### config.mk
export PLATFORM = sky130hd
export DESIGN_NAME = sync_classify_line_marker
export DESIGN_NICKNAME = d
export VERILOG_FILES = /design/src/common/sync_pkg.sv /design/src/logic/sync_classify_line_marker.sv
export SDC_FILE = /design/constraint.sdc
export NUM_CORES = 1
export LEC_CHECK = 0
export ABC_AREA = 1
export BUFFER_PORTS_ARGS = -buffer_cell sky130_fd_sc_hd__clkbuf_2
export CAP_MARGIN = 0
export CORE_MARGIN = 2
export CORE_UTILIZATION = 54
export DETAILED_ROUTE_END_ITERATION = 12
export PLACE_DENSITY_LB_ADDON = 0.1
export SLEW_MARGIN = 20
export SYNTH_ARGS = -nofsm -noshare
export SYNTH_HDL_FRONTEND = slang
export SYNTH_SLANG_ARGS = --single-unit
### constraint.sdc
create_clock -name clk_in -period 5.92 [get_ports clk_in]
set_input_delay 1.184 -clock clk_in [delete_from_list [all_inputs] [get_ports clk_in]]
set_output_delay 1.184 -clock clk_in [all_outputs]
set_load 0.02 [all_outputs]
### src/common/sync_pkg.sv
// constants and bus carriers for the sync classifier and line marker
// assumes a 50 MHz system clock and a 32-bit AXI4-Lite register bus
package sync_pkg;

  // ----------------------------------------------------------------
  // bus carriers
  // ----------------------------------------------------------------
  typedef struct packed {
    logic [7:0] awaddr;
    logic awvalid;
    logic [31:0] wdata;
    logic [3:0] wstrb;
    logic wvalid;
    logic bready;
    logic [7:0] araddr;
    logic arvalid;
    logic rready;
  } axi_req_t;

  typedef struct packed {
    logic awready;
    logic wready;
    logic [1:0] bresp;
    logic bvalid;
    logic arready;
    logic [31:0] rdata;
    logic [1:0] rresp;
    logic rvalid;
  } axi_rsp_t;

  localparam logic [1:0] RESP_OKAY = 2'h0;
  localparam logic [1:0] RESP_SLVERR = 2'h2;

  // ----------------------------------------------------------------
  // register indices, byte address is four times the index
  // ----------------------------------------------------------------
  localparam logic [7:0] IDX_SYNC_STATUS = 8'h01;
  localparam logic [7:0] IDX_INPUT_CONFIG = 8'h05;
  localparam logic [7:0] IDX_LINE_POLARITY = 8'h18;
  localparam logic [7:0] IDX_LINE_WIDTH = 8'h19;
  localparam logic [7:0] IDX_POWER = 8'h1B;
  localparam logic [7:0] IDX_SYNC_CLASS = 8'h20;

  // ----------------------------------------------------------------
  // fields and reset values
  // ----------------------------------------------------------------
  localparam int ST_HSYNC = 0;
  localparam int ST_VSYNC = 1;
  localparam int ST_SOG = 2;
  localparam int ST_TRILEVEL = 3;
  localparam int ST_COMPOSITE = 4;
  localparam int SRC_LO = 3;
  localparam int SRC_HI = 4;
  localparam int POL_BIT = 7;
  localparam logic [1:0] SRC_SEPARATE = 2'h0;
  localparam logic [1:0] SRC_COMP_H = 2'h1;
  localparam logic [7:0] INPUT_CONFIG_RST = 8'h00;
  localparam logic [7:0] LINE_POLARITY_RST = 8'h80;
  localparam logic [7:0] LINE_WIDTH_RST = 8'h10;
  localparam logic [7:0] POWER_RST = 8'h00;
  localparam logic [7:0] POWER_STANDBY = 8'h0F;

  typedef enum logic [2:0] {
    CLS_NONE,
    CLS_SEPARATE,
    CLS_COMP_H,
    CLS_COMP_GREEN,
    CLS_COMP_GREEN_TRI
  } sync_class_t;

  // ----------------------------------------------------------------
  // timing
  // ----------------------------------------------------------------
  localparam int CLK_PERIOD_NS = 20;
  localparam int ACT_WINDOW_NS = 50_000_000;
  localparam int ACT_WINDOW_CYCLES = ACT_WINDOW_NS / CLK_PERIOD_NS;
  localparam int LONG_PULSE_NS = 15_000;
  localparam int LONG_PULSE_CYCLES =
    (LONG_PULSE_NS + CLK_PERIOD_NS - 1) / CLK_PERIOD_NS;
  localparam int SOG_RUN = 64;
  localparam int PERIOD_TOL = 2;

endpackage

### src/logic/sync_classify_line_marker.sv
// sync activity detection, source classification, pass-through sync
// and the line-start pulse for the downstream scaler
// assumes sliced sync inputs are active high and synchronous to clk_in
//
// How it works
// - trilevel flagged without a 64-pulse run
// - composite source selected enables present flag
// - present flag finds broad pulses in hsync, or in green when green selected
// - pass-through sync is unresynchronised buffered copy
// - green selected: whole green stream passes
// - green selected: separated vertical pulse passes
// - protection pulses may stretch or repeat vertical
// - sync paths keep running in standby
// - line pulse ends at pixel 0, pixel-clocked
// - line pulse width is register value pixels
// - line pulse polarity from bit 7
// - wider pulse starts earlier, end fixed
`timescale 1ns/1ns
`default_nettype none

module sync_classify_line_marker #(
  parameter int ACT_WINDOW = sync_pkg::ACT_WINDOW_CYCLES,
  parameter int PIX_W = 12,
  parameter int DATA_W = 24,
  parameter int CNT_W = 16
) (
  input wire logic clk_in,
  input wire logic srst_in,
  input wire sync_pkg::axi_req_t axi_req_in,
  output sync_pkg::axi_rsp_t axi_rsp_out,
  input wire logic hsync_in,
  input wire logic vsync_in,
  input wire logic green_sync_in,
  input wire logic trilevel_pulse_in,
  input wire logic [PIX_W-1:0] pixel_index_in,
  input wire logic [PIX_W-1:0] line_total_in,
  input wire logic [DATA_W-1:0] pixel_data_in,
  output logic hsync_pass_out,
  output logic vsync_pass_out,
  output logic line_start_pulse_out,
  output logic [DATA_W-1:0] pixel_data_out
);

  localparam int TW = $clog2(ACT_WINDOW + 1);

  // ----------------------------------------------------------------
  // helpers
  // ----------------------------------------------------------------
  function automatic logic [TW-1:0] next_timer(input logic hit,
                                               input logic [TW-1:0] t);
    if (hit) begin
      next_timer = TW'(ACT_WINDOW);
    end else if (t != '0) begin
      next_timer = t - TW'(1);
    end else begin
      next_timer = '0;
    end
  endfunction

  function automatic logic near(input logic [CNT_W-1:0] a,
                                input logic [CNT_W-1:0] b);
    logic [CNT_W-1:0] d;
    d = (a > b) ? a - b : b - a;
    near = d <= CNT_W'(sync_pkg::PERIOD_TOL);
  endfunction

  function automatic logic [CNT_W-1:0] bump(input logic [CNT_W-1:0] c);
    bump = (c == '1) ? c : c + CNT_W'(1);
  endfunction

  // ----------------------------------------------------------------
  // registers
  // ----------------------------------------------------------------
  logic [7:0] input_config;
  logic [7:0] line_polarity;
  logic [7:0] line_pulse_width;
  logic [7:0] power_ctrl;
  logic [7:0] sync_activity_status;
  sync_pkg::sync_class_t sync_class;

  wire [1:0] src_sel = input_config[sync_pkg::SRC_HI:sync_pkg::SRC_LO];
  wire green_sel = src_sel[1];
  wire composite_sel = src_sel != sync_pkg::SRC_SEPARATE;
  wire standby = power_ctrl == sync_pkg::POWER_STANDBY;

  // ----------------------------------------------------------------
  // edge detection on the sliced inputs
  // ----------------------------------------------------------------
  logic hs_prev, vs_prev, gr_prev, tri_prev, sel_prev;
  wire sel_sync = green_sel ? green_sync_in : hsync_in;
  wire hs_rise = hsync_in & ~hs_prev;
  wire vs_rise = vsync_in & ~vs_prev;
  wire gr_rise = green_sync_in & ~gr_prev;
  wire gr_fall = ~green_sync_in & gr_prev;
  wire tri_rise = trilevel_pulse_in & ~tri_prev;
  wire sel_fall = ~sel_sync & sel_prev;

  always_ff @(posedge clk_in) begin
    if (srst_in) begin
      hs_prev <= 1'b0;
      vs_prev <= 1'b0;
      gr_prev <= 1'b0;
      tri_prev <= 1'b0;
      sel_prev <= 1'b0;
    end else begin
      hs_prev <= hsync_in;
      vs_prev <= vsync_in;
      gr_prev <= green_sync_in;
      tri_prev <= trilevel_pulse_in;
      sel_prev <= sel_sync;
    end
  end

  // ----------------------------------------------------------------
  // activity timers, unaffected by standby
  // ----------------------------------------------------------------
  logic [TW-1:0] hs_timer, vs_timer, gr_timer, tri_timer, long_timer;
  logic [CNT_W-1:0] sel_high;
  wire long_seen = sel_fall &&
    sel_high >= CNT_W'(sync_pkg::LONG_PULSE_CYCLES);

  always_ff @(posedge clk_in) begin
    if (srst_in) begin
      hs_timer <= '0;
      vs_timer <= '0;
      gr_timer <= '0;
      tri_timer <= '0;
      long_timer <= '0;
      sel_high <= '0;
    end else begin
      hs_timer <= next_timer(hs_rise, hs_timer);
      vs_timer <= next_timer(vs_rise, vs_timer);
      gr_timer <= next_timer(gr_rise, gr_timer);
      tri_timer <= next_timer(tri_rise, tri_timer);
      long_timer <= next_timer(long_seen, long_timer);
      sel_high <= sel_sync ? bump(sel_high) : '0;
    end
  end

  // ----------------------------------------------------------------
  // green activity: a run of pulses whose period and width match within PERIOD_TOL
  // ----------------------------------------------------------------
  logic [CNT_W-1:0] gr_count, gr_high, gr_period, gr_width, gr_last_w;
  logic [CNT_W-1:0] line_ref;
  logic [6:0] gr_run;
  logic ext_vsync;
  wire gr_match = near(gr_count, gr_period) && near(gr_width, gr_last_w);
  wire gr_full = gr_run == 7'(sync_pkg::SOG_RUN);
  wire gr_long = green_sync_in &&
    gr_high == CNT_W'(sync_pkg::LONG_PULSE_CYCLES);
  wire gr_line_gap = gr_count >= line_ref - (line_ref >> 2);

  always_ff @(posedge clk_in) begin
    if (srst_in) begin
      gr_count <= '0;
      gr_high <= '0;
      gr_period <= '0;
      gr_width <= '0;
      gr_last_w <= '0;
      gr_run <= '0;
      line_ref <= '0;
      ext_vsync <= 1'b0;
    end else begin
      gr_count <= gr_rise ? CNT_W'(1) : bump(gr_count);
      gr_high <= green_sync_in ? bump(gr_high) : '0;
      if (gr_fall) begin
        gr_width <= gr_high;
      end
      if (gr_rise) begin
        gr_period <= gr_count;
        gr_last_w <= gr_width;
        if (!gr_match) begin
          gr_run <= '0;
        end else if (!gr_full) begin
          gr_run <= gr_run + 7'(1);
        end
        if (!ext_vsync) begin
          line_ref <= gr_count;
        end
      end
      if (gr_long) begin
        ext_vsync <= 1'b1;
      end else if (gr_rise && gr_line_gap) begin
        ext_vsync <= 1'b0;
      end
    end
  end

  // ----------------------------------------------------------------
  // status and classification
  // ----------------------------------------------------------------
  wire hs_act = hs_timer != '0;
  wire vs_act = vs_timer != '0;
  wire gr_act = gr_full && gr_timer != '0;
  wire tri_act = tri_timer != '0;
  wire comp_present = composite_sel && long_timer != '0;
  wire [7:0] next_status = 8'(
    (hs_act << sync_pkg::ST_HSYNC) |
    (vs_act << sync_pkg::ST_VSYNC) |
    (gr_act << sync_pkg::ST_SOG) |
    (tri_act << sync_pkg::ST_TRILEVEL) |
    (comp_present << sync_pkg::ST_COMPOSITE));

  sync_pkg::sync_class_t next_class;
  assign next_class =
    (hs_act && vs_act) ? sync_pkg::CLS_SEPARATE :
    hs_act ? sync_pkg::CLS_COMP_H :
    (gr_act && !tri_act) ? sync_pkg::CLS_COMP_GREEN :
    (gr_act && tri_act) ? sync_pkg::CLS_COMP_GREEN_TRI :
    sync_pkg::CLS_NONE;

  always_ff @(posedge clk_in) begin
    if (srst_in) begin
      sync_activity_status <= '0;
      sync_class <= sync_pkg::CLS_NONE;
    end else begin
      sync_activity_status <= next_status;
      sync_class <= next_class;
    end
  end

  // ----------------------------------------------------------------
  // pass-through sync, no resynchronisation
  // ----------------------------------------------------------------
  assign hsync_pass_out = green_sel ? green_sync_in : hsync_in;
  assign vsync_pass_out = green_sel ? ext_vsync : vsync_in;

  // ----------------------------------------------------------------
  // line-start pulse, aligned with the registered pixel data
  // ----------------------------------------------------------------
  wire [PIX_W:0] pix_ext = {1'b0, pixel_index_in};
  wire [PIX_W:0] total_ext = {1'b0, line_total_in};
  wire [PIX_W:0] width_ext = (PIX_W + 1)'(line_pulse_width);
  wire lp_window = line_pulse_width != '0 &&
    pix_ext + width_ext >= total_ext && pix_ext < total_ext;
  wire pol_high = line_polarity[sync_pkg::POL_BIT];

  always_ff @(posedge clk_in) begin
    if (srst_in || standby) begin
      line_start_pulse_out <= ~pol_high;
      pixel_data_out <= '0;
    end else begin
      line_start_pulse_out <= lp_window ? pol_high : ~pol_high;
      pixel_data_out <= pixel_data_in;
    end
  end

  // ----------------------------------------------------------------
  // register bus slave
  // ----------------------------------------------------------------
  logic aw_held, w_held, bvalid, rvalid;
  logic [7:0] aw_addr;
  logic [7:0] w_byte;
  logic w_lane0;
  logic [1:0] bresp, rresp;
  logic [31:0] rdata;

  wire aw_take = axi_req_in.awvalid && !aw_held && !bvalid;
  wire w_take = axi_req_in.wvalid && !w_held && !bvalid;
  wire do_write = aw_held && w_held && !bvalid;
  wire ar_take = axi_req_in.arvalid && !rvalid;

  wire [7:0] a_cfg = {sync_pkg::IDX_INPUT_CONFIG[5:0], 2'b00};
  wire [7:0] a_pol = {sync_pkg::IDX_LINE_POLARITY[5:0], 2'b00};
  wire [7:0] a_wid = {sync_pkg::IDX_LINE_WIDTH[5:0], 2'b00};
  wire [7:0] a_pwr = {sync_pkg::IDX_POWER[5:0], 2'b00};
  wire [7:0] a_sts = {sync_pkg::IDX_SYNC_STATUS[5:0], 2'b00};
  wire [7:0] a_cls = {sync_pkg::IDX_SYNC_CLASS[5:0], 2'b00};

  wire wr_cfg = do_write && w_lane0 && aw_addr == a_cfg;
  wire wr_pol = do_write && w_lane0 && aw_addr == a_pol;
  wire wr_wid = do_write && w_lane0 && aw_addr == a_wid;
  wire wr_pwr = do_write && w_lane0 && aw_addr == a_pwr;
  wire wr_hit = aw_addr == a_cfg || aw_addr == a_pol ||
    aw_addr == a_wid || aw_addr == a_pwr || aw_addr == a_sts ||
    aw_addr == a_cls;

  wire [7:0] ra = axi_req_in.araddr;
  wire rd_hit = ra == a_cfg || ra == a_pol || ra == a_wid ||
    ra == a_pwr || ra == a_sts || ra == a_cls;
  wire [7:0] rd_byte =
    (ra == a_sts) ? sync_activity_status :
    (ra == a_cfg) ? input_config :
    (ra == a_pol) ? line_polarity :
    (ra == a_wid) ? line_pulse_width :
    (ra == a_pwr) ? power_ctrl :
    (ra == a_cls) ? 8'(sync_class) : 8'h00;

  always_ff @(posedge clk_in) begin
    if (srst_in) begin
      aw_held <= 1'b0;
      w_held <= 1'b0;
      aw_addr <= '0;
      w_byte <= '0;
      w_lane0 <= 1'b0;
      bvalid <= 1'b0;
      bresp <= sync_pkg::RESP_OKAY;
    end else begin
      if (aw_take) begin
        aw_held <= 1'b1;
        aw_addr <= axi_req_in.awaddr;
      end
      if (w_take) begin
        w_held <= 1'b1;
        w_byte <= axi_req_in.wdata[7:0];
        w_lane0 <= axi_req_in.wstrb[0];
      end
      if (do_write) begin
        aw_held <= 1'b0;
        w_held <= 1'b0;
        bvalid <= 1'b1;
        bresp <= wr_hit ? sync_pkg::RESP_OKAY : sync_pkg::RESP_SLVERR;
      end else if (bvalid && axi_req_in.bready) begin
        bvalid <= 1'b0;
      end
    end
  end

  always_ff @(posedge clk_in) begin
    if (srst_in) begin
      input_config <= sync_pkg::INPUT_CONFIG_RST;
      line_polarity <= sync_pkg::LINE_POLARITY_RST;
      line_pulse_width <= sync_pkg::LINE_WIDTH_RST;
      power_ctrl <= sync_pkg::POWER_RST;
    end else begin
      if (wr_cfg) begin
        input_config <= w_byte;
      end
      if (wr_pol) begin
        line_polarity <= w_byte;
      end
      if (wr_wid) begin
        line_pulse_width <= w_byte;
      end
      if (wr_pwr) begin
        power_ctrl <= w_byte;
      end
    end
  end

  always_ff @(posedge clk_in) begin
    if (srst_in) begin
      rvalid <= 1'b0;
      rdata <= '0;
      rresp <= sync_pkg::RESP_OKAY;
    end else if (ar_take) begin
      rvalid <= 1'b1;
      rdata <= {24'h000000, rd_byte};
      rresp <= rd_hit ? sync_pkg::RESP_OKAY : sync_pkg::RESP_SLVERR;
    end else if (rvalid && axi_req_in.rready) begin
      rvalid <= 1'b0;
    end
  end

  assign axi_rsp_out.awready = !aw_held && !bvalid;
  assign axi_rsp_out.wready = !w_held && !bvalid;
  assign axi_rsp_out.bvalid = bvalid;
  assign axi_rsp_out.bresp = bresp;
  assign axi_rsp_out.arready = !rvalid;
  assign axi_rsp_out.rvalid = rvalid;
  assign axi_rsp_out.rdata = rdata;
  assign axi_rsp_out.rresp = rresp;

endmodule

`default_nettype wire

==> results.toml, run 1 <==
[drt]
route.vias.total = 19800
drt-initial-drc-count = 1056
post_detailed_route_via_to_cell_ratio = 5.20
final_antenna_net_count = 0
routedWlPerCell_um = 13.6
routed_wirelength_um = 51700
remaining_drc_errors = 0
drt_pre_antenna_iters = 6

[layout]
drive_gt1_share_pct = 7.70
layout.cell_area.non_filler_um2 = 22900
fillerInstances = 3699
insertedDiodeCount = 0
nNetsFinal = 3522
area.growth.synth_to_final_pct = 10.6

[power]
power_leakage_nw = 11.2
power_density_nw_per_um2 = 296
worst_ir_drop_vdd_v = 0.000210

[timing]
tightest_slew_ns = 1.01
finalCritPeriodShare_pct = 62.3
slew_headroom_pct = 32.4
final-setup-viol-count = 0
fmaxAchievable_mhz = 271
finalCriticalPeriod_ns = 3.69
timing.final.hold_violations = 0
rsz0062_at_grt = "false"
timing.setup.tns_ns = 0
slew_viol_final = 0
finalClockSkew_ns = 0.0154

[worst_setup_path]
worst-setup-path-type = "flop to flop"
worstPathCellList = "inv_1, ha_1, nand2_1, nor2_1, a211oi_1, o21bai_1, nand2_1, a21oi_1, a31oi_1, o21ai_0, nand2_1, nand3_1, nand2_1, nand2_1, ha_1, nand2_1, inv_1, nand3_1, nor3_1, nand3_1, nand3_1, nand2_1, nand3_1, o41ai_1"
critPathLaunchType = "flop"
critical_path_arrival_ns = 4.13
critical-path-max-stage-delay_ns = 0.40
end_kind = "flop"
crit_required_ns = 6.36
crit_fanout = 4
rrSetupSlack_ns = 2.23
worst_reg2reg_path_length_in_cells = 24
r2r-end = "ext_vsync"
worst_path_max_delay_cell = "sky130_fd_sc_hd__a211oi_1"
rr_startpoint = "line_ref[4]"
cp_common_cell = "sky130_fd_sc_hd__nand2_1"

[global_routing]
grt.total_usage_pct = 25.9
first_global_vias = 18700
wire_length_of_the_first_global_routing_pass_um = 85400
globalRoute.totalOverflow = 0
maximum_number_of_pins_on_one_net_before_global_route_repair = 72
antenna_found_initial = 0

[logic_synthesis]
netlist.top_cell.by_area = "sky130_fd_sc_hd__dfxtp_1"
synth_top_cells_by_count = "sky130_fd_sc_hd__nand2_1 (742), sky130_fd_sc_hd__inv_1 (545), sky130_fd_sc_hd__dfxtp_1 (331)"
yosysUniqueCellTypes = 60
most_common_cell_in_the_netlist = "sky130_fd_sc_hd__nand2_1"
syn-instance-count = 3154
yosys_register_bits = 331
synth_top_area_share_pct = 32.0
dominantRegCellSynth = "sky130_fd_sc_hd__dfxtp_1"
netlist_top_cells_area = "sky130_fd_sc_hd__dfxtp_1 (32%), sky130_fd_sc_hd__nand2_1 (13%), sky130_fd_sc_hd__inv_1 (9.9%)"
synth.yosys.warnings = 0
synth.avg_cell_area_um2 = 6.57
synth-edff-count = 0
async_flop_share_pct = 0
post_synth_instance_area_um2 = 20700
synth.yosys.seq_area_share_pct = 32.0

[clock_tree]
cts_buffer_depth = 3
clkSlewWorstSetupHoldPaths_ns = 0.06
tritoncts_buffer_count = 38
holdBufCountCts = 0
clkSinkCount = 331
clock_tree_from_tritoncts = "yes"
cts.root.buffer_cell = "sky130_fd_sc_hd__clkbuf_16"
cts_post_setup_buffers_inserted = 0
htree_num_levels = 2
cts.repair.resized = 0
worstSkewPairLatency_ns = 0.56

[placed_design]
hpwl_um = 39700
placed_cell_area_um2 = 21700
gp_congestion = 0.911
io_buffers = 125

[floorplan]
core_um2 = 37800
ioPinCount = 179
row_count = 71
floorplan.initialDensity_pct = 54.9
fp.dieArea_um2 = 39900
chipHeight_um = 200
die_w_um = 200

[min_path]
endpoint_worst_hold = "hs_timer[0]"
min_from = "hs_timer[0]"
hold-path-cell-count = 1
worstHoldPathType = "flop to flop"

[outcome]
result_of_the_run = "complete, no violations"

[flow_run]
timing.max_cap.violations = 0
[layer usage]
metal / track usage [%] / share of wire, % / vias up
met3: 4.20 / 4.6 / 99
met1: 30.7 / 43 / 9046
li1: - / - / 10200
met2: 46.8 / 49 / 427
met5: 0 / 0 / -
met4: 9.74 / 3.1 / 0
[where the power goes]
part           total [mW]  switching (mW)  leakage (nW)  internal, mW
Sequential           2.58           0.159          2.71          2.42
Clock                2.30           0.941         0.593          1.36
Combinational        1.89            1.21          7.86         0.680
Total                6.78            2.31          11.2          4.47
[worst max path at each step]
stage | startpoint | to | slack [ns] | cells after the start
detailed placement | pixel_index_in[0] | line_start_pulse_out | 1.87 | 18
finish | line_ref[4] | ext_vsync | 2.23 | 24
global placement | pixel_index_in[0] | line_start_pulse_out | 1.92 | 18
global route | line_ref[4] | ext_vsync | 1.82 | 24
floorplan | pixel_index_in[0] | line_start_pulse_out | 2.29 | 17
CTS | line_ref[4] | ext_vsync | 2.22 | 24
[flip-flops by register name, summed over array words and instances, names as in the netlist, 16 cells and up]
register and cells:
tri_timer 22, pixel_data_out 24, gr_last_w 16, gr_width 16
hs_timer 22, sel_high 16, gr_timer 22, gr_count 16
gr_period 16, long_timer 22, vs_timer 22, line_ref 16
gr_high 16
[critical path, delay by kind of cell (launching register included)]
| kind | cells | cell delay, ns |
|---|---|---|
| AOI/OAI and AO/OA | 6 | 1.16 |
| adders and majority gates | 2 | 0.62 |
| buffers and inverters | 2 | 0.11 |
| DFF | 1 | 0.34 |
| and+or+nand+nor | 14 | 1.35 |
[final cells by class]
class	count	area (um^2)	share of cell area, %
Tap cell	511	639	2.79
Inverter	557	2090	9.13
Clock buffer	58	1090	4.74
Timing Repair Buffer	136	708	3.09
Multi-Input combinational cell	2206	11600	50.7
Clock inverter	10	133	0.579
Sequential cell	331	6630	28.9
[per-stage QoR]
| stage | setup WS, ns | util [%] | cells | power (mW) | hold slack [ns] |
|---|---|---|---|---|---|
| final | 2.23 | 60.7 | 3809 | 6.78 | 0.440 |
| after global routing | 1.82 | 60.7 | 3809 | 7.24 | 0.466 |
| after CTS | 2.22 | 60.7 | 3809 | 6.83 | 0.443 |
| after detailed placement | 1.87 | 57.5 | 3741 | 4.49 | 0.434 |
| after global placement | 1.92 | 57.5 | 3741 | 4.44 | 0.423 |
| after floorplan | 2.29 | - | 3179 | 4.09 | 0.413 |
[cells in the final DEF (no fill, tap or decap), drive strengths merged, types with 15 or more instances in the layout]
master | synthesis | routed
a21oi | 270 | 270
clkbuf | 45 | 183
conb | 1 | 26
dfxtp | 331 | 331
ha | 135 | 135
inv | 554 | 556
nand2 | 761 | 761
nand3 | 153 | 153
nand4 | 53 | 53
nor2 | 316 | 316
nor3 | 63 | 63
nor4 | 21 | 21
o21ai | 204 | 204
or2 | 15 | 15
xnor2 | 41 | 41
xor2 | 60 | 60
[kinds of logic (layout without fill, tap and decap cells)]
family / count (synthesis) / in the layout / share of synthesized area (%)
other: 1 / 26 / 0.0181
AND/OR/NAND/NOR: 1406 / 1406 / 28.8
AO/OA/AOI/OAI: 532 / 532 / 13.8
buffers and inverters: 642 / 761 / 12.4
adder cells (fa/ha/maj): 141 / 141 / 8.74
flip-flops: 331 / 331 / 32.0
XOR/XNOR: 101 / 101 / 4.27
Power figures use the tool's default switching activity.
==> run 2: changes to the inputs <==
clock period = 3.75 ns   (was 5.92 ns; I/O delays follow)
==> run 2 against run 1 <==
Against the previous run: register-to-register slack worse by 1.9 ns; design area up 1.7%; cell count up 0.76%; global-route usage up 0.52 points; critical path type unchanged; critical endpoint is now gr_run[4]; largest cell class unchanged.
==> results.toml, run 2 (synthesized netlist as in run 1, its figures left out) <==
[worst_setup_path]
rrSetupSlack_ns = 0.35
end_kind = "flop"
crit_fanout = 20
rr_startpoint = "gr_count[0]"
critPathLaunchType = "flop"
r2r-end = "gr_run[4]"
cp-endpoint = "gr_run[4]"
crit_start = "gr_count[0]"
critical_path_arrival_ns = 3.85
crit_required_ns = 4.19
worst_reg2reg_path_length_in_cells = 23
worst-setup-path-type = "flop to flop"

[power]
worst_ir_drop_vdd_v = 0.000510
power_leakage_nw = 11.4
power_density_nw_per_um2 = 476

[timing]
fmaxAchievable_mhz = 294
slew_headroom_pct = 34.8
finalCriticalPeriod_ns = 3.40
rsz0062_at_grt = "false"
final-setup-viol-count = 0
finalClockSkew_ns = 0.0222
slew_viol_final = 0
tightest_slew_ns = 0.972
finalCritPeriodShare_pct = 90.8
timing.final.hold_violations = 0
timing.setup.tns_ns = 0

[drt]
route.vias.total = 19800
routedWlPerCell_um = 13.7
drt_pre_antenna_iters = 6
drt-initial-drc-count = 1138
routed_wirelength_um = 52500
post_detailed_route_via_to_cell_ratio = 5.16
final_antenna_net_count = 0
remaining_drc_errors = 0

[clock_tree]
worstSkewPairLatency_ns = 0.58
tritoncts_buffer_count = 39
htree_num_levels = 2
clock_tree_from_tritoncts = "yes"
cts_post_setup_buffers_inserted = 0
cts.root.buffer_cell = "sky130_fd_sc_hd__clkbuf_16"
cts_buffer_depth = 3
clkSlewWorstSetupHoldPaths_ns = 0.06
clkSinkCount = 331
holdBufCountCts = 0

[min_path]
min_from = "pixel_data_in[2]"
hold-path-cell-count = 3
worstHoldPathType = "input pin to flop"

[floorplan]
row_count = 71
ioPinCount = 179
core_um2 = 37800
chipHeight_um = 200
fp.dieArea_um2 = 39900
die_w_um = 200
floorplan.initialDensity_pct = 54.9

[layout]
insertedDiodeCount = 0
layout.cell_area.non_filler_um2 = 23300
most-common-layout-cells = "sky130_fd_sc_hd__nand2_1 (742), sky130_fd_sc_hd__inv_1 (545), sky130_fd_sc_hd__dfxtp_1 (330), sky130_fd_sc_hd__nor2_1 (309), sky130_fd_sc_hd__a21oi_1 (261)"
largest_register_ff_count = 24
area.growth.synth_to_final_pct = 12.5
layout.cells.most_common = "sky130_fd_sc_hd__nand2_1"
largest_register = "pixel_data_out"
nNetsFinal = 3548
drive_gt1_share_pct = 9.23

[placed_design]
placed_cell_area_um2 = 21900
hpwl_um = 40400
io_buffers = 125
gp_congestion = 0.943

[global_routing]
globalRoute.totalOverflow = 0
antenna_found_initial = 1
first_global_vias = 18900
wire_length_of_the_first_global_routing_pass_um = 86500
grt.total_usage_pct = 26.4
maximum_number_of_pins_on_one_net_before_global_route_repair = 96

[flow_run]
timing.max_cap.violations = 0

[outcome]
result_of_the_run = "complete, no violations"
## run 2: metal layers
| layer | up-vias | wire (um) | GRT usage, % |
|---|---|---|---|
| met4 | 0 | 2150 | 12.3 |
| met5 | - | 0 | 0 |
| met1 | 8924 | 21900 | 31.1 |
| met3 | 133 | 2680 | 3.39 |
| met2 | 499 | 25700 | 47.6 |
| li1 | 10300 | - | - |
## run 2: critical path, stage by stage (launching register included)
cell                      delay [ns]
sky130_fd_sc_hd__dfxtp_1        0.32
sky130_fd_sc_hd__inv_1          0.09
sky130_fd_sc_hd__ha_1           0.25
sky130_fd_sc_hd__fa_1           0.43
sky130_fd_sc_hd__inv_1          0.14
sky130_fd_sc_hd__nand2_1        0.08
sky130_fd_sc_hd__nand2_1        0.11
sky130_fd_sc_hd__nand2_1        0.11
sky130_fd_sc_hd__nand2_2        0.08
sky130_fd_sc_hd__nand2_2        0.08
sky130_fd_sc_hd__nand2_4        0.12
sky130_fd_sc_hd__nand2_2        0.25
sky130_fd_sc_hd__nand2_1        0.16
sky130_fd_sc_hd__nand2_1        0.07
sky130_fd_sc_hd__inv_1          0.05
sky130_fd_sc_hd__nand2_1        0.05
sky130_fd_sc_hd__nor2_2         0.17
sky130_fd_sc_hd__nand2_1        0.09
sky130_fd_sc_hd__nor2_2         0.13
sky130_fd_sc_hd__nand2_1        0.12
sky130_fd_sc_hd__nand2_1        0.10
sky130_fd_sc_hd__nand2_1        0.10
sky130_fd_sc_hd__nand2_1        0.10
sky130_fd_sc_hd__a21oi_2        0.05
## run 2: area by class of cell
class                           instances  area, um^2
Clock buffer                           51        1120
Tap cell                              511         639
Timing Repair Buffer                  161         896
Sequential cell                       331        6630
Fill cell                            3662       14500
Multi-Input combinational cell       2206       11700
Inverter                              557        2090
Clock inverter                         21         248
## run 2: worst min path at each step
stage,endpoint,slack (ns)
6_report,pixel_data_out[2],0.37
5_1_grt,pixel_data_out[17],0.37
4_1_cts,pixel_data_out[16],0.35
3_5_place_dp,gr_timer[0],0.43
3_3_place_gp,tri_timer[0],0.42
2_1_floorplan,gr_timer[0],0.41
## run 2: through the flow
stage               hold slack, ns  util [%]  worst slack, ns  power, mW  instances
floorplan                    0.413         -            0.555       6.46       3179
global placement             0.423      58.0            0.208       7.03       3766
detailed placement           0.429      58.0            0.141       7.11       3766
CTS                          0.347      61.6            0.103       11.2       3838
global route                 0.369      61.7          0.00286       11.8       3838
finish                       0.373      61.7            0.346       11.1       3838
## run 2: what timing repair did
action	in CTS	in global routing
gates resized for setup	0	14
endpoints found under the setup margin	0	1
endpoints found under the hold margin	0	0
## run 2: power breakdown
group          total, mW  internal [mW]  switching, mW
Sequential          4.07           3.82          0.242
Clock               4.00           2.41           1.59
Combinational       3.02           1.09           1.93
==> run 3: changes to the inputs <==
clock period = 4.3 ns   (was 3.75 ns; I/O delays follow)
==> run 3 against run 2 <==
Against the previous run: total power shrank 13%; global-route usage down 0.36 points; flip-flop and latch count unchanged.
==> results.toml, run 3 (synthesized netlist as in run 1, its figures left out) <==
[clock_tree]
cts_post_setup_buffers_inserted = 0
worstSkewPairLatency_ns = 0.56
clock_tree_from_tritoncts = "yes"
clkSlewWorstSetupHoldPaths_ns = 0.06
cts_buffer_depth = 3
tritoncts_buffer_count = 39
htree_num_levels = 2
clkSinkCount = 331
cts.repair.resized = 0
cts.root.buffer_cell = "sky130_fd_sc_hd__clkbuf_16"
holdBufCountCts = 0

[timing]
timing.setup.tns_ns = 0
finalCriticalPeriod_ns = 3.55
fmaxAchievable_mhz = 282
setup_ws_ns = 0.754
rsz0062_at_grt = "false"
final-setup-viol-count = 0
finalClockSkew_ns = 0.0185
tightest_slew_ns = 1.05
timing.final.hold_violations = 0
slew_viol_final = 0
slew_headroom_pct = 29.7
finalCritPeriodShare_pct = 82.5

[global_routing]
grt.total_usage_pct = 26.0
maximum_number_of_pins_on_one_net_before_global_route_repair = 63
antenna_found_initial = 0
wire_length_of_the_first_global_routing_pass_um = 85900
globalRoute.totalOverflow = 0
first_global_vias = 18700

[drt]
drt-initial-drc-count = 1227
post_detailed_route_via_to_cell_ratio = 5.16
final_antenna_net_count = 0
remaining_drc_errors = 0
routed_wirelength_um = 51900
routedWlPerCell_um = 13.6
drt_pre_antenna_iters = 6
route.vias.total = 19700

[power]
sequentialPowerShare_pct = 37.0
combinationalPowerShare_pct = 27.2
power_density_nw_per_um2 = 417
internal_cell_power_mw = 6.38
clkPwrFrac_pct = 35.8
net-switching-power_mw = 3.23
worst_ir_drop_vdd_v = 0.000337
power_leakage_nw = 11.3
netSwitchingFraction_pct = 33.6

[floorplan]
chipHeight_um = 200
floorplan.initialDensity_pct = 54.9
ioPinCount = 179
core_um2 = 37800
row_count = 71
fp.dieArea_um2 = 39900
die_w_um = 200

[layout]
insertedDiodeCount = 0
drive_gt1_share_pct = 8.05
layout.cell_area.non_filler_um2 = 23100
largest_register = "pixel_data_out"
most-common-layout-cells = "sky130_fd_sc_hd__nand2_1 (742), sky130_fd_sc_hd__inv_1 (545), sky130_fd_sc_hd__dfxtp_1 (331), sky130_fd_sc_hd__nor2_1 (309), sky130_fd_sc_hd__a21oi_1 (265)"
area.growth.synth_to_final_pct = 11.4
fillerInstances = 3634
layout.cells.most_common = "sky130_fd_sc_hd__nand2_1"
nNetsFinal = 3527
largest_register_ff_count = 24

[placed_design]
placement.setup.worst_slack_ns = 0.616
placed_cell_area_um2 = 21700
gp_congestion = 0.942
hpwl_um = 39800
io_buffers = 125

[worst_setup_path]
critical_path_arrival_ns = 3.99
crit_fanout = 3
crit_required_ns = 4.74
end_kind = "flop"
worst_reg2reg_path_length_in_cells = 23
critPathLaunchType = "flop"
worst-setup-path-type = "flop to flop"
rrSetupSlack_ns = 0.75

[outcome]
result_of_the_run = "complete, no violations"

[min_path]
worstHoldPathType = "flop to flop"
hold-path-cell-count = 1

[flow_run]
timing.max_cap.violations = 0
==> run 3: power by group through the flow <==
| stage | sequential (mW) | clock (mW) | combinational [mW] |
|---|---|---|---|
| 3_3_place_gp | 3.60 | 0 | 2.51 |
| 2_1_floorplan | 3.58 | 0 | 2.05 |
| 6_report | 3.55 | 3.44 | 2.62 |
| 5_1_grt | 3.59 | 3.63 | 3.00 |
| 3_5_place_dp | 3.61 | 0 | 2.58 |
| 4_1_cts | 3.55 | 3.50 | 2.61 |
==> run 3: layout make-up <==
class	count	area [um^2]	share of cell area, %
well taps	511	639	2.77
flip-flops and latches	331	6630	28.7
clock inverters	13	188	0.814
inverters	557	2090	9.07
multi-input cells	2206	11600	50.4
clock buffers	56	1150	4.99
repair buffers	140	738	3.20
==> run 3: path summary, 6_finish.rpt <==
| check | startpoint | to |
|---|---|---|
| worst max register to register | line_ref[2] | ext_vsync |
| worst min register to register | tri_timer[0] | tri_timer[0] |
| worst min-delay path | tri_timer[0] | tri_timer[0] |
| worst max-delay path | line_ref[2] | ext_vsync |
==> run 3: metal layers <==
layer	GRT usage, %	routed length, um	part of all wire [%]	up-vias
met5	0	0	0	-
met4	10.2	1710	3.3	0
met3	3.21	2240	4.3	100
met2	47.4	25700	50	428
met1	31.1	22200	43	8926
li1	-	-	-	10200
==> run 3: metrics by stage <==
stage	hold WS (ns)	util (%)	instances	power, mW
6_report	0.437	61.1	3814	9.61
5_1_grt	0.456	61.1	3814	10.2
3_5_place_dp	0.435	57.5	3745	6.19
2_1_floorplan	0.413	-	3179	5.64
3_3_place_gp	0.423	57.5	3745	6.11
4_1_cts	0.445	61.1	3814	9.66
==> run 3: worst max-delay path, stage by stage, from the launching register on <==
cell	delay (ns)
sky130_fd_sc_hd__dfxtp_1	0.35
sky130_fd_sc_hd__ha_1	0.18
sky130_fd_sc_hd__inv_1	0.06
sky130_fd_sc_hd__fa_1	0.40
sky130_fd_sc_hd__a21oi_1	0.15
sky130_fd_sc_hd__o21ai_0	0.16
sky130_fd_sc_hd__nand2_1	0.10
sky130_fd_sc_hd__o211ai_1	0.12
sky130_fd_sc_hd__a21o_1	0.18
sky130_fd_sc_hd__a21oi_1	0.18
sky130_fd_sc_hd__nand3b_1	0.16
sky130_fd_sc_hd__nor2_1	0.05
sky130_fd_sc_hd__nor2_1	0.10
sky130_fd_sc_hd__xor2_1	0.08
sky130_fd_sc_hd__ha_1	0.27
sky130_fd_sc_hd__nand2_1	0.06
sky130_fd_sc_hd__inv_1	0.05
sky130_fd_sc_hd__nand3_1	0.07
sky130_fd_sc_hd__nor3_1	0.20
sky130_fd_sc_hd__nand3_1	0.10
sky130_fd_sc_hd__nand3_1	0.18
sky130_fd_sc_hd__nand2_1	0.07
sky130_fd_sc_hd__nand3_1	0.08
sky130_fd_sc_hd__o41ai_1	0.07
